## config.mk

```make
export PLATFORM = sky130hd
export DESIGN_NAME = rx_out_top
export DESIGN_NICKNAME = d
export VERILOG_FILES = /design/src/verilog/rx_out_pkg.sv /design/src/verilog/rx_out_channel.sv /design/src/verilog/rx_out_top.sv
export SDC_FILE = /design/constraint.sdc
export NUM_CORES = 1
export LEC_CHECK = 0
export ABC_AREA = 1
export BUFFER_PORTS_ARGS = -buffer_cell sky130_fd_sc_hd__buf_2
export CAP_MARGIN = 20
export CORE_AREA = 8 8 128 160
export CTS_CLUSTER_DIAMETER = 100
export DETAILED_ROUTE_END_ITERATION = 16
export DIE_AREA = 0 0 136 168
export PLACE_DENSITY_LB_ADDON = 0.1
export SLEW_MARGIN = 30
export SYNTH_ARGS = -nofsm -noshare
export SYNTH_HDL_FRONTEND = slang
export SYNTH_SLANG_ARGS = --single-unit
```

## constraint.sdc

```tcl
create_clock -name clk -period 2.65 [get_ports clk]
set_clock_uncertainty 0.15 [all_clocks]
set_input_delay 0.53 -clock clk [delete_from_list [all_inputs] [get_ports clk]]
set_output_delay 0.53 -clock clk [all_outputs]
set_load 0.03 [all_outputs]
```

## src/verilog/rx_out_pkg.sv

```systemverilog
// constants shared by the receive status and clock output block
// assumes a single 40 MHz clk and line pulses already sliced to logic levels
// ----------------------------------------
// How it works
// ----------------------------------------
package rx_out_pkg;
    localparam int NUM_CH = 8;
    localparam int CLK_KHZ = 40000;
    localparam int LINE_RATE_KHZ = 2048;
    // truncated whole divider; the residual error is left to the realignment
    localparam int BIT_CYCLES = CLK_KHZ / LINE_RATE_KHZ;
    localparam int HALF_CYCLES = BIT_CYCLES / 2;
    localparam int CNT_W = 5;
    localparam logic [CNT_W-1:0] CNT_LAST = CNT_W'(BIT_CYCLES - 1);
    localparam logic [CNT_W-1:0] CNT_HALF = CNT_W'(HALF_CYCLES);
    localparam logic [CNT_W-1:0] CNT_ALIGN = 5'h01;
    localparam logic [CNT_W-1:0] CNT_RESET = 5'h00;
    localparam int LOS_BITS = 32;
    localparam int ZERO_W = 6;
    localparam logic [ZERO_W-1:0] ZERO_LIMIT = ZERO_W'(LOS_BITS);
    localparam logic [ZERO_W-1:0] ZERO_RESET = 6'h00;
    localparam logic LOSS_RESET = 1'b1;
endpackage

```

## src/verilog/rx_out_channel.sv

```systemverilog
// one receive channel: clock recovery, data retiming and loss detection
// assumes line pulse inputs already pass two flip-flops in the parent
`timescale 1ns/1ps
module rx_out_channel
    import rx_out_pkg::*;
(
    input wire logic clk,
    input wire logic rstn,
    input wire logic pos_s,
    input wire logic neg_s,
    input wire logic rx_active,
    input wire logic high_z,
    input wire logic master_tick,
    input wire logic edge_sel,
    output logic rx_clock,
    output logic rx_positive_data,
    output logic rx_negative_data,
    output logic rx_loss_indicator
);
    // ----------------------------------------
    // clock recovery
    // ----------------------------------------
    logic [CNT_W-1:0] cnt_q, cnt_d;
    logic mark_q, mark_d;
    logic mark, present, realign, hold_hi, rise_ev, fall_ev, upd_ev;
    logic rclk_q, rclk_d;

    assign mark = rx_active && !high_z && (pos_s || neg_s);
    assign present = rx_active && !high_z && !rx_loss_indicator;
    assign rise_ev = (cnt_q == CNT_LAST);
    assign fall_ev = (cnt_q == CNT_HALF - 5'h01);
    assign realign = present && mark && !mark_q;
    // a realign, or a master tick with no signal present, keeps the clock high, so no fall update then
    assign hold_hi = realign || (!present && master_tick);
    assign upd_ev = edge_sel ? (fall_ev && !hold_hi) : rise_ev;

    always_comb
    begin
        mark_d = mark;
        rclk_d = rclk_q;
        if (realign)
        begin
            cnt_d = CNT_ALIGN;
            rclk_d = 1'b1;
        end
        else if (!present && master_tick)
        begin
            cnt_d = CNT_RESET;
            rclk_d = 1'b1;
        end
        else if (rise_ev)
        begin
            cnt_d = CNT_RESET;
            rclk_d = 1'b1;
        end
        else
        begin
            cnt_d = cnt_q + 5'h01;
            if (fall_ev)
                rclk_d = 1'b0;
        end
    end

    always_ff @(posedge clk or negedge rstn)
    begin
        if (!rstn)
        begin
            cnt_q <= CNT_RESET;
            mark_q <= 1'b0;
            rclk_q <= 1'b0;
        end
        else
        begin
            cnt_q <= cnt_d;
            mark_q <= mark_d;
            rclk_q <= rclk_d;
        end
    end

    assign rx_clock = rclk_q;

    // ----------------------------------------
    // data retiming
    // ----------------------------------------
    logic acc_p_q, acc_p_d, acc_n_q, acc_n_d;
    logic out_p_q, out_p_d, out_n_q, out_n_d;

    always_comb
    begin
        acc_p_d = acc_p_q || (mark && pos_s);
        acc_n_d = acc_n_q || (mark && neg_s);
        out_p_d = out_p_q;
        out_n_d = out_n_q;
        if (upd_ev)
        begin
            // muted while the receivers are off
            out_p_d = acc_p_d && rx_active;
            out_n_d = acc_n_d && rx_active;
            acc_p_d = 1'b0;
            acc_n_d = 1'b0;
        end
    end

    always_ff @(posedge clk or negedge rstn)
    begin
        if (!rstn)
        begin
            acc_p_q <= 1'b0;
            acc_n_q <= 1'b0;
            out_p_q <= 1'b0;
            out_n_q <= 1'b0;
        end
        else
        begin
            acc_p_q <= acc_p_d;
            acc_n_q <= acc_n_d;
            out_p_q <= out_p_d;
            out_n_q <= out_n_d;
        end
    end

    assign rx_positive_data = out_p_q;
    assign rx_negative_data = out_n_q;

    // ----------------------------------------
    // loss of signal
    // ----------------------------------------
    logic [ZERO_W-1:0] zeros_q, zeros_d;
    logic loss_q, loss_d, held_q, held_d, bit_mark_q, bit_mark_d;

    always_comb
    begin
        zeros_d = zeros_q;
        loss_d = loss_q;
        held_d = held_q;
        bit_mark_d = bit_mark_q || mark;
        if (!rx_active || high_z)
        begin
            loss_d = 1'b1;
            held_d = 1'b0;
            zeros_d = ZERO_RESET;
            bit_mark_d = 1'b0;
        end
        else if (rise_ev)
        begin
            bit_mark_d = 1'b0;
            if (loss_q)
                held_d = 1'b1;
            if (bit_mark_q || mark)
            begin
                zeros_d = ZERO_RESET;
                // clears only after a full receive clock cycle high
                if (held_q)
                begin
                    loss_d = 1'b0;
                    held_d = 1'b0;
                end
            end
            else if (zeros_q != ZERO_LIMIT)
                zeros_d = zeros_q + 6'h01;
            else
                loss_d = 1'b1;
        end
    end

    always_ff @(posedge clk or negedge rstn)
    begin
        if (!rstn)
        begin
            zeros_q <= ZERO_RESET;
            loss_q <= LOSS_RESET;
            held_q <= 1'b0;
            bit_mark_q <= 1'b0;
        end
        else
        begin
            zeros_q <= zeros_d;
            loss_q <= loss_d;
            held_q <= held_d;
            bit_mark_q <= bit_mark_d;
        end
    end

    assign rx_loss_indicator = loss_q;
endmodule

```

## src/verilog/rx_out_top.sv

```systemverilog
// eight-channel receive status and clock outputs
// assumes pins arrive asynchronous to clk; host_rx_enable comes from clk logic
`timescale 1ns/1ps
module rx_out_top
    import rx_out_pkg::*;
(
    input wire logic clk,
    input wire logic rstn,
    input wire logic hardware_mode,
    input wire logic receivers_on_input,
    input wire logic rx_clock_edge_select,
    input wire logic [rx_out_pkg::NUM_CH-1:0] host_rx_enable,
    input wire logic [rx_out_pkg::NUM_CH-1:0] line_high_z,
    input wire logic [rx_out_pkg::NUM_CH-1:0] line_input_positive,
    input wire logic [rx_out_pkg::NUM_CH-1:0] line_input_negative,
    output logic [rx_out_pkg::NUM_CH-1:0] rx_clock,
    output logic [rx_out_pkg::NUM_CH-1:0] rx_positive_data,
    output logic [rx_out_pkg::NUM_CH-1:0] rx_negative_data,
    output logic [rx_out_pkg::NUM_CH-1:0] rx_loss_indicator
);
    import rx_out_pkg::*;

    // ----------------------------------------
    // pin synchronisers
    // ----------------------------------------
    localparam int SW = 3 * NUM_CH + 3;
    logic [SW-1:0] raw, s1_q, s2_q;
    assign raw = {hardware_mode, receivers_on_input, rx_clock_edge_select,
                  line_high_z, line_input_positive, line_input_negative};

    always_ff @(posedge clk or negedge rstn)
    begin
        if (!rstn)
        begin
            s1_q <= '0;
            s2_q <= '0;
        end
        else
        begin
            s1_q <= raw;
            s2_q <= s1_q;
        end
    end

    logic hw_s, on_s, edge_s;
    logic [NUM_CH-1:0] hz_s, pos_s, neg_s, active;
    assign {hw_s, on_s, edge_s, hz_s, pos_s, neg_s} = s2_q;
    // one pin gates all channels in hardware mode; host enables otherwise
    assign active = hw_s ? {NUM_CH{on_s}} : host_rx_enable;

    // ----------------------------------------
    // master clock reference
    // ----------------------------------------
    logic [CNT_W-1:0] div_q, div_d;
    logic master_tick;
    assign master_tick = (div_q == CNT_LAST);

    always_comb
    begin
        div_d = master_tick ? CNT_RESET : div_q + 5'h01;
    end

    always_ff @(posedge clk or negedge rstn)
    begin
        if (!rstn)
            div_q <= CNT_RESET;
        else
            div_q <= div_d;
    end

    // ----------------------------------------
    // channels
    // ----------------------------------------
    genvar ch;
    generate
        for (ch = 0; ch < NUM_CH; ch++)
        begin : g_ch
            rx_out_channel u_ch (
                .clk(clk),
                .rstn(rstn),
                .pos_s(pos_s[ch]),
                .neg_s(neg_s[ch]),
                .rx_active(active[ch]),
                .high_z(hz_s[ch]),
                .master_tick(master_tick),
                .edge_sel(edge_s),
                .rx_clock(rx_clock[ch]),
                .rx_positive_data(rx_positive_data[ch]),
                .rx_negative_data(rx_negative_data[ch]),
                .rx_loss_indicator(rx_loss_indicator[ch])
            );
        end
    endgenerate
endmodule

```

==> metrics.csv, run 1 <==
stage,metric,value,unit
worst_setup_path,CP max stage delay,0.38,ns
layout,P&R area growth vs syn,14.34,%
routing,1st-iter DRT viols,333,
die,Die Height,168,um
yosys,Mapped Nets,1310,
clocking,Post-CTS Resized,0,
global_routing,GRT Overall Usage,17.75,%
clocking,Inserted Clock Buffers,23,
timing,Final min period,2.044,ns
worst_setup_path,"Cell Chain, Critical Path",nand2_1 > buf_4 > nand2_1 > nand2_1 > inv_2 > nand2_2 > o21ai_2 > nand2_1 > o21ai_0,
global_routing,largest net degree at the start of global routing,59,
clocking,Clock Sinks,219,
timing,relative slew slack,45.46,%
worst_setup_path,worst-path fanout max,8,
timing,Final TNS setup,0,ns
die,IO Pins,69,
worst_setup_path,critical path endpoint category,flip-flop,
yosys,main flop type after synthesis,dfrtp_1,
die,Die Footprint,22850,um2
global_routing,total gr overflow,0,
layout,fin cells,1567,
routing,"wirelength, routed",19.65,mm
yosys,Yosys warnings,0,
placed_design,placed cell count,1498,
min_path,hold crit path type,input pin to flip-flop,
routing,Routed wire per std cell,12.54,um
die,chip width,136,um
worst_setup_path,most numerous cell on the critical path,nand2_1,
worst_setup_path,R2R Setup Slk,0.61,ns
yosys,Seq cells post-synth,219,
placed_design,GP Congestion,0.8330,
layout,final core utilization,67.31,%
clocking,H-Tree Depth,1,
die,FP Rows,55,
worst_setup_path,"Req. time, crit path",2.87,ns
worst_setup_path,Critical Path AT,2.26,ns
power_and_ir_drop,Lkg Pwr,6.520,nW
yosys,Post-Syn Area,10530,um2
routing,TritonRoute pass-1 iters,4,
worst_setup_path,Critical-path top delay cell,dfrtp_1,
routing,number of vias per cell,4.979,
clocking,worst skew pair latency,0.50,ns
timing,Final period util,77.13,%
clocking,# hold bufs at CTS,27,
layout,final cell area excluding filler cells,12040,um2
timing,endpoints failing setup,0,
clocking,"Reg clk slew, reported paths",0.06,ns
placed_design,number of port buffers,68,
placed_design,Area after DPL,11000,um2
job,# Max-Cap Violations,0,
routing,DRC viols,0,
yosys,unique cell type count in the Yosys netlist,30,
clocking,Post-CTS Setup Repair Bufs,0,
timing,Hold Fails Final Rpt,0,
clocking,Root Buffer,clkbuf_16,
die,Core Area,17890,um2
yosys,Cells after Synth,1231,
layout,share of cells above drive strength 1,10.75,%
timing,Least-Margin Pin Slew,0.8173,ns
layout,area of the multi-input gates,4060,um2
routing,post-route ant nets,0,
layout,Fill cells,1478,
timing,Achievable Freq,0.4893,GHz
layout,Reg area,5490,um2
yosys,average cell area after synthesis,8.557,um2
clocking,CTS max path bufs,3,
clocking,CTS tree,done,
run_status,status,finished clean,
global_routing,initial antenna violation count,0,
yosys,"Seq/Total Area, Yosys",52.12,%
layout,Nets,1401,
worst_setup_path,crit path kind,flip-flop to flip-flop,
timing,RSZ-0062 raised after global routing,false,
placed_design,hpwl dp,13.72,mm
layout,ANT cells,0,
layout,"commonest non-fill, non-tap cell in the layout",nand2_1,
global_routing,global-route wire length before repair,34.22,mm
worst_setup_path,crit-path leading delay family,simple AND/OR/NAND/NOR gates,
die,initial core utilization,58.87,%
layout,most frequent cells in the layout,"nand2_1, dfrtp_1, inv_1, nand3_1, nor2_1",
power_and_ir_drop,Peak VDD IR,0.6281,mV
yosys,Async SR Flop Fraction,100.0,%
yosys,"EDFF count, synth",0,
timing,max-slew violation count,0,
worst_setup_path,CP startpoint kind,flip-flop,
global_routing,number of global-route vias before repair,7764,
worst_setup_path,worst path buffer plus inverter count,2,
power_and_ir_drop,power density over the cells,714.2,nW/um2
routing,Via Count,7802,
[layout make-up]
cell class                 count  area share, %
sequential                   219          45.58
multi-input combinational    784          33.71
inverter                     192          5.984
clock buffer                  36          5.932
timing repair buffer         102          5.901
tap                          228          2.369
clock inverter                 6         0.5194
[Yosys cell counts (2+ instances only)]
| cell | count | area share (%) |
|---|---|---|
| ha_1 | 42 | 5.0 |
| nand3_1 | 150 | 7.1 |
| or2_2 | 3 | 0.18 |
| nand2_1 | 272 | 9.7 |
| nor3_1 | 7 | 0.33 |
| a31oi_1 | 3 | 0.18 |
| a21oi_1 | 10 | 0.48 |
| dfstp_2 | 8 | 2.0 |
| buf_4 | 33 | 2.4 |
| nand4_1 | 29 | 1.7 |
| nand2_2 | 4 | 0.24 |
| inv_2 | 3 | 0.11 |
| o211ai_1 | 2 | 0.14 |
| xnor2_1 | 10 | 0.83 |
| dfrtp_1 | 211 | 50 |
| inv_1 | 189 | 6.7 |
| o21ai_0 | 39 | 1.9 |
| a21oi_4 | 3 | 0.46 |
| a21o_1 | 9 | 0.64 |
| nor2_1 | 148 | 5.3 |
| xor2_1 | 41 | 3.4 |
| o21ai_2 | 7 | 0.58 |
[worst paths after layout]
check | startpoint | end | depth (start not counted)
setup / recovery | s2_q[26]$_DFF_PN0_ | g_ch[7].u_ch.zeros_q[4]$_DFFE_PN0P_ | 9
hold / removal | hardware_mode | s1_q[26]$_DFF_PN0_ | 1
setup reg to reg | s2_q[26]$_DFF_PN0_ | g_ch[7].u_ch.zeros_q[4]$_DFFE_PN0P_ | 9
hold reg to reg | s1_q[4]$_DFF_PN0_ | s2_q[4]$_DFF_PN0_ | 0
max in group asynchronous | rstn | g_ch[1].u_ch.rx_loss_indicator$_DFFE_PN1P_ | 3
min in group asynchronous | rstn | g_ch[7].u_ch.zeros_q[0]$_DFFE_PN0P_ | 2
[state kept, by name, indices dropped and copies added (netlist names)]
name / count
g_ch.u_ch.rx_positive_data: 8
g_ch.u_ch.mark_q: 8
s2_q: 27
s1_q: 27
g_ch.u_ch.cnt_q: 40
g_ch.u_ch.rx_clock: 8
g_ch.u_ch.held_q: 8
g_ch.u_ch.acc_p_q: 8
g_ch.u_ch.acc_n_q: 8
div_q: 5
g_ch.u_ch.rx_loss_indicator: 8
g_ch.u_ch.zeros_q: 48
g_ch.u_ch.bit_mark_q: 8
g_ch.u_ch.rx_negative_data: 8
[stage by stage]
| stage | hold slack, ns | worst slack (ns) | power [mW] |
|---|---|---|---|
| 2_1_floorplan | 0.08441 | 0.9452 | 5.165 |
| 3_3_place_gp | 0.1820 | 0.6678 | 5.389 |
| 3_5_place_dp | 0.1847 | 0.6264 | 5.425 |
| 4_1_cts | 0.002723 | 0.6060 | 8.711 |
| 5_1_grt | 0.002909 | 0.4540 | 9.073 |
| 6_report | 0.02425 | 0.6061 | 8.602 |
[cell families after synthesis]
| kind of cell | after synthesis | synth area share (%) |
|---|---|---|
| xor gates and xnor gates | 51 | 4.240 |
| buffers and inverters | 228 | 9.383 |
| DFF | 219 | 52.12 |
| adders and majority gates | 42 | 4.989 |
| AOI/OAI and AO/OA | 75 | 4.454 |
| and+or+nand+nor | 616 | 24.81 |
[power by group]
part	switching (mW)	leakage, nW	internal [mW]
clock network	1.26	0.387	1.95
logic	0.907	3.44	0.511
registers	0.249	2.69	3.73
[metal layers]
| metal | GRT usage (%) | part of all wire [%] |
|---|---|---|
| met1 | 22.41 | 46 |
| met5 | 0 | 0 |
| met4 | 4.883 | 1.7 |
| met3 | 3.216 | 4.3 |
| met2 | 30.49 | 48 |
Note: power is estimated with default switching activity, not from simulation.
==> run 2, diff against run 1 <==
--- a/config.mk
+++ b/config.mk
@@ -5,13 +5,13 @@
 export SDC_FILE = /design/constraint.sdc
 export NUM_CORES = 1
 export LEC_CHECK = 0
-export ABC_AREA = 1
+export ABC_AREA = 0
 export BUFFER_PORTS_ARGS = -buffer_cell sky130_fd_sc_hd__buf_2
 export CAP_MARGIN = 20
-export CORE_AREA = 8 8 128 160
+export CORE_AREA = 8 8 127 158
 export CTS_CLUSTER_DIAMETER = 100
 export DETAILED_ROUTE_END_ITERATION = 16
-export DIE_AREA = 0 0 136 168
+export DIE_AREA = 0 0 135 166
 export PLACE_DENSITY_LB_ADDON = 0.1
 export SLEW_MARGIN = 30
 export SYNTH_ARGS = -nofsm -noshare
==> constraint.sdc (replaced) <==
create_clock -name clk -period 1.9 [get_ports clk]
set_clock_uncertainty 0.15 [all_clocks]
set_input_delay 0.38 -clock clk [delete_from_list [all_inputs] [get_ports clk]]
set_output_delay 0.38 -clock clk [all_outputs]
set_load 0.03 [all_outputs]
==> metrics.csv, run 2 <==
stage,metric,value,unit
die,chip width,135,um
yosys,list of most frequent post-synthesis cells,"dfrtp_1, nor2_1, a21oi_1",
routing,1st-iter DRT viols,356,
power_and_ir_drop,power density over the cells,789.9,nW/um2
placed_design,Setup WS pre-CTS,-0.2417,ns
layout,final cell area excluding filler cells,13600,um2
clocking,H-Tree Depth,1,
worst_setup_path,CP startpoint kind,flip-flop,
global_routing,largest net degree at the start of global routing,56,
timing,Hold WS,0.1973,ns
yosys,Cells after Synth,970,
die,Core Area,17750,um2
clocking,Inserted Clock Buffers,23,
clocking,CTS tree,done,
layout,share of cells above drive strength 1,32.45,%
yosys,Mapped Nets,1049,
yosys,top-area cell type share of the netlist area,51.28,%
yosys,average cell area after synthesis,10.62,um2
timing,Final WS setup,-0.1558,ns
yosys,"Seq/Total Area, Yosys",53.32,%
power_and_ir_drop,cell-internal power,8.290,mW
yosys,Yosys warnings,0,
timing,endpoints failing setup,32,
run_status,status,finished with violations,
timing,Final min period,2.056,ns
clocking,Root Buffer,clkbuf_16,
global_routing,GRT Overall Usage,20.20,%
run_status,failing checks,setup timing,
placed_design,hpwl dp,15.51,mm
routing,Via Count,7945,
yosys,"count leader, synth",dfrtp_1,
yosys,"area leader, netlist",dfrtp_1,
power_and_ir_drop,Gate power share,8.8,%
placed_design,Area after DPL,11770,um2
layout,most frequent cells in the layout,"dfrtp_1, buf_4, nor2_1, a21oi_1, buf_2",
timing,Achievable Freq,0.4864,GHz
timing,RSZ-0062 raised after global routing,true,
layout,ANT cells,0,
yosys,Post-Syn Area,10300,um2
worst_setup_path,worst-path fanout max,6,
clocking,Clock Sinks,219,
die,IO Pins,69,
worst_setup_path,crit path kind,flip-flop to flip-flop,
global_routing,number of global-route vias before repair,8108,
die,Die Footprint,22410,um2
job,# Max-Cap Violations,0,
timing,max-slew violation count,0,
placed_design,GP Congestion,0.8224,
layout,Nets,1268,
timing,Hold Fails Final Rpt,0,
yosys,unique cell type count in the Yosys netlist,67,
worst_setup_path,"Req. time, crit path",2.13,ns
layout,"Most flops, register",g_ch.u_ch.zeros_q,
worst_setup_path,critical path endpoint category,flip-flop,
placed_design,number of port buffers,68,
yosys,Async SR Flop Fraction,100.0,%
power_and_ir_drop,clock power share,44.9,%
timing,Least-Margin Pin Slew,0.5333,ns
global_routing,initial antenna violation count,0,
yosys,Seq cells post-synth,219,
layout,number of flip-flops in the largest register,48,
clocking,"Reg clk slew, reported paths",0.06,ns
power_and_ir_drop,Net Sw Frac,22.83,%
layout,"commonest non-fill, non-tap cell in the layout",dfrtp_1,
layout,final core utilization,76.60,%
clocking,worst skew pair latency,0.50,ns
routing,number of vias per cell,5.544,
die,initial core utilization,58.00,%
timing,Final period util,108.2,%
die,Die Height,166,um
routing,post-route ant nets,0,
power_and_ir_drop,Seq pwr share,46.3,%
power_and_ir_drop,net load switching power,2.453,mW
routing,Routed wire per std cell,16.00,um
yosys,"EDFF count, synth",0,
layout,biggest regs,"g_ch.u_ch.zeros_q (48), g_ch.u_ch.cnt_q (40)",
die,FP Rows,55,
routing,DRC viols,0,
min_path,hold crit path type,flip-flop to flip-flop,
power_and_ir_drop,Peak VDD IR,0.8672,mV
routing,"wirelength, routed",22.92,mm
layout,P&R area growth vs syn,32.08,%
yosys,largest cells by area after synthesis,"dfrtp_1, ha_1, nor2_1, a21oi_1, buf_4",
routing,TritonRoute pass-1 iters,6,
power_and_ir_drop,Lkg Pwr,6.129,nW
global_routing,global-route wire length before repair,37.92,mm
timing,relative slew slack,64.15,%
worst_setup_path,Critical Path AT,2.29,ns
global_routing,total gr overflow,0,
yosys,main flop type after synthesis,dfrtp_1,
clocking,CTS max path bufs,3,
run 2: cell count changes in the layout (fill, tap and decap cells not counted), sizes merged, moves of 27 or more:
cell and change:
nand2 -236, buf +140, inv -136, nand3 -106
a21oi +67, nor2 -39, nand4 -27
run 2: what timing repair did:
item / 4_1_cts / 5_1_grt
hold endpoints to repair: 215 / 0
hold buffers: 28 / 0
gates resized for setup: 38 / 91
setup buffers: 8 / 7
setup endpoints to repair: 60 / 114
cloned: 0 / 0
pin swaps: 14 / 23
run 2: cell families after synthesis:
| group | share of synthesized area [%] |
|---|---|
| AND/OR/NAND/NOR | 18.21 |
| AO/OA/AOI/OAI | 12.24 |
| flip-flops | 53.32 |
| adder cells (fa/ha/maj) | 5.103 |
| buffers and inverters | 5.115 |
| multiplexers | 3.633 |
| XOR/XNOR | 2.382 |
run 2: per-stage QoR:
| stage | power [mW] | setup TNS (ns) | std cells |
|---|---|---|---|
| 3_3_place_gp | 5.867 | -2.801 | 1350 |
| 3_5_place_dp | 5.886 | -4.422 | 1350 |
| 4_1_cts | 10.84 | -1.999 | 1426 |
| 5_1_grt | 11.16 | -5.198 | 1433 |
| 6_report | 10.74 | -2.780 | 1433 |
| 2_1_floorplan | 5.554 | -1.888 | 970 |
run 2: power by group through the flow:
stage               registers [mW]  logic (mW)  clock network [mW]
finish                        4.98       0.947                4.82
global route                  4.99        1.03                5.14
CTS                           4.98       0.909                4.95
detailed placement            5.06       0.831                   0
global placement              5.05       0.817                   0
floorplan                     5.02       0.537                   0
run 2: layout make-up:
cell class / instances / area (um2)
Sequential cell: 219 / 5490
Inverter: 57 / 214.0
Multi-Input combinational cell: 645 / 4903
Tap cell: 228 / 285.3
Fill cell: 1170 / 4154
Clock buffer: 32 / 679.4
Timing Repair Buffer: 243 / 1878
Clock inverter: 9 / 150.1
run 2: path summary, 6_finish.rpt:
kind                               startpoint                                    endpoint  slack [ns]  depth (start not counted)
setup reg to reg           s2_q[26]$_DFF_PN0_   g_ch[0].u_ch.rx_positive_data$_DFFE_PN0P_       -0.16                          5
min in group asynchronous                rstn         g_ch[5].u_ch.zeros_q[3]$_DFFE_PN0P_        0.22                          2
max in group asynchronous                rstn  g_ch[2].u_ch.rx_loss_indicator$_DFFE_PN1P_        0.72                          3
setup / recovery           s2_q[26]$_DFF_PN0_   g_ch[0].u_ch.rx_positive_data$_DFFE_PN0P_       -0.16                          5
hold / removal              s1_q[4]$_DFF_PN0_                           s2_q[4]$_DFF_PN0_        0.20                          0
hold reg to reg             s1_q[4]$_DFF_PN0_                           s2_q[4]$_DFF_PN0_        0.20                          0
run 2: per-layer routing:
| metal | share of wire, % | global-route usage, % |
|---|---|---|
| met5 | 0 | 0 |
| met4 | 1.9 | 5.712 |
| met3 | 4.4 | 3.692 |
| met2 | 51 | 34.61 |
| met1 | 43 | 25.46 |
run 2: worst max-delay path: stages (launching register included):
cell	delay, ns
dfrtp_1	0.42
buf_12	0.17
mux2i_2	0.17
or4_4	0.50
a41o_4	0.24
mux2_4	0.29
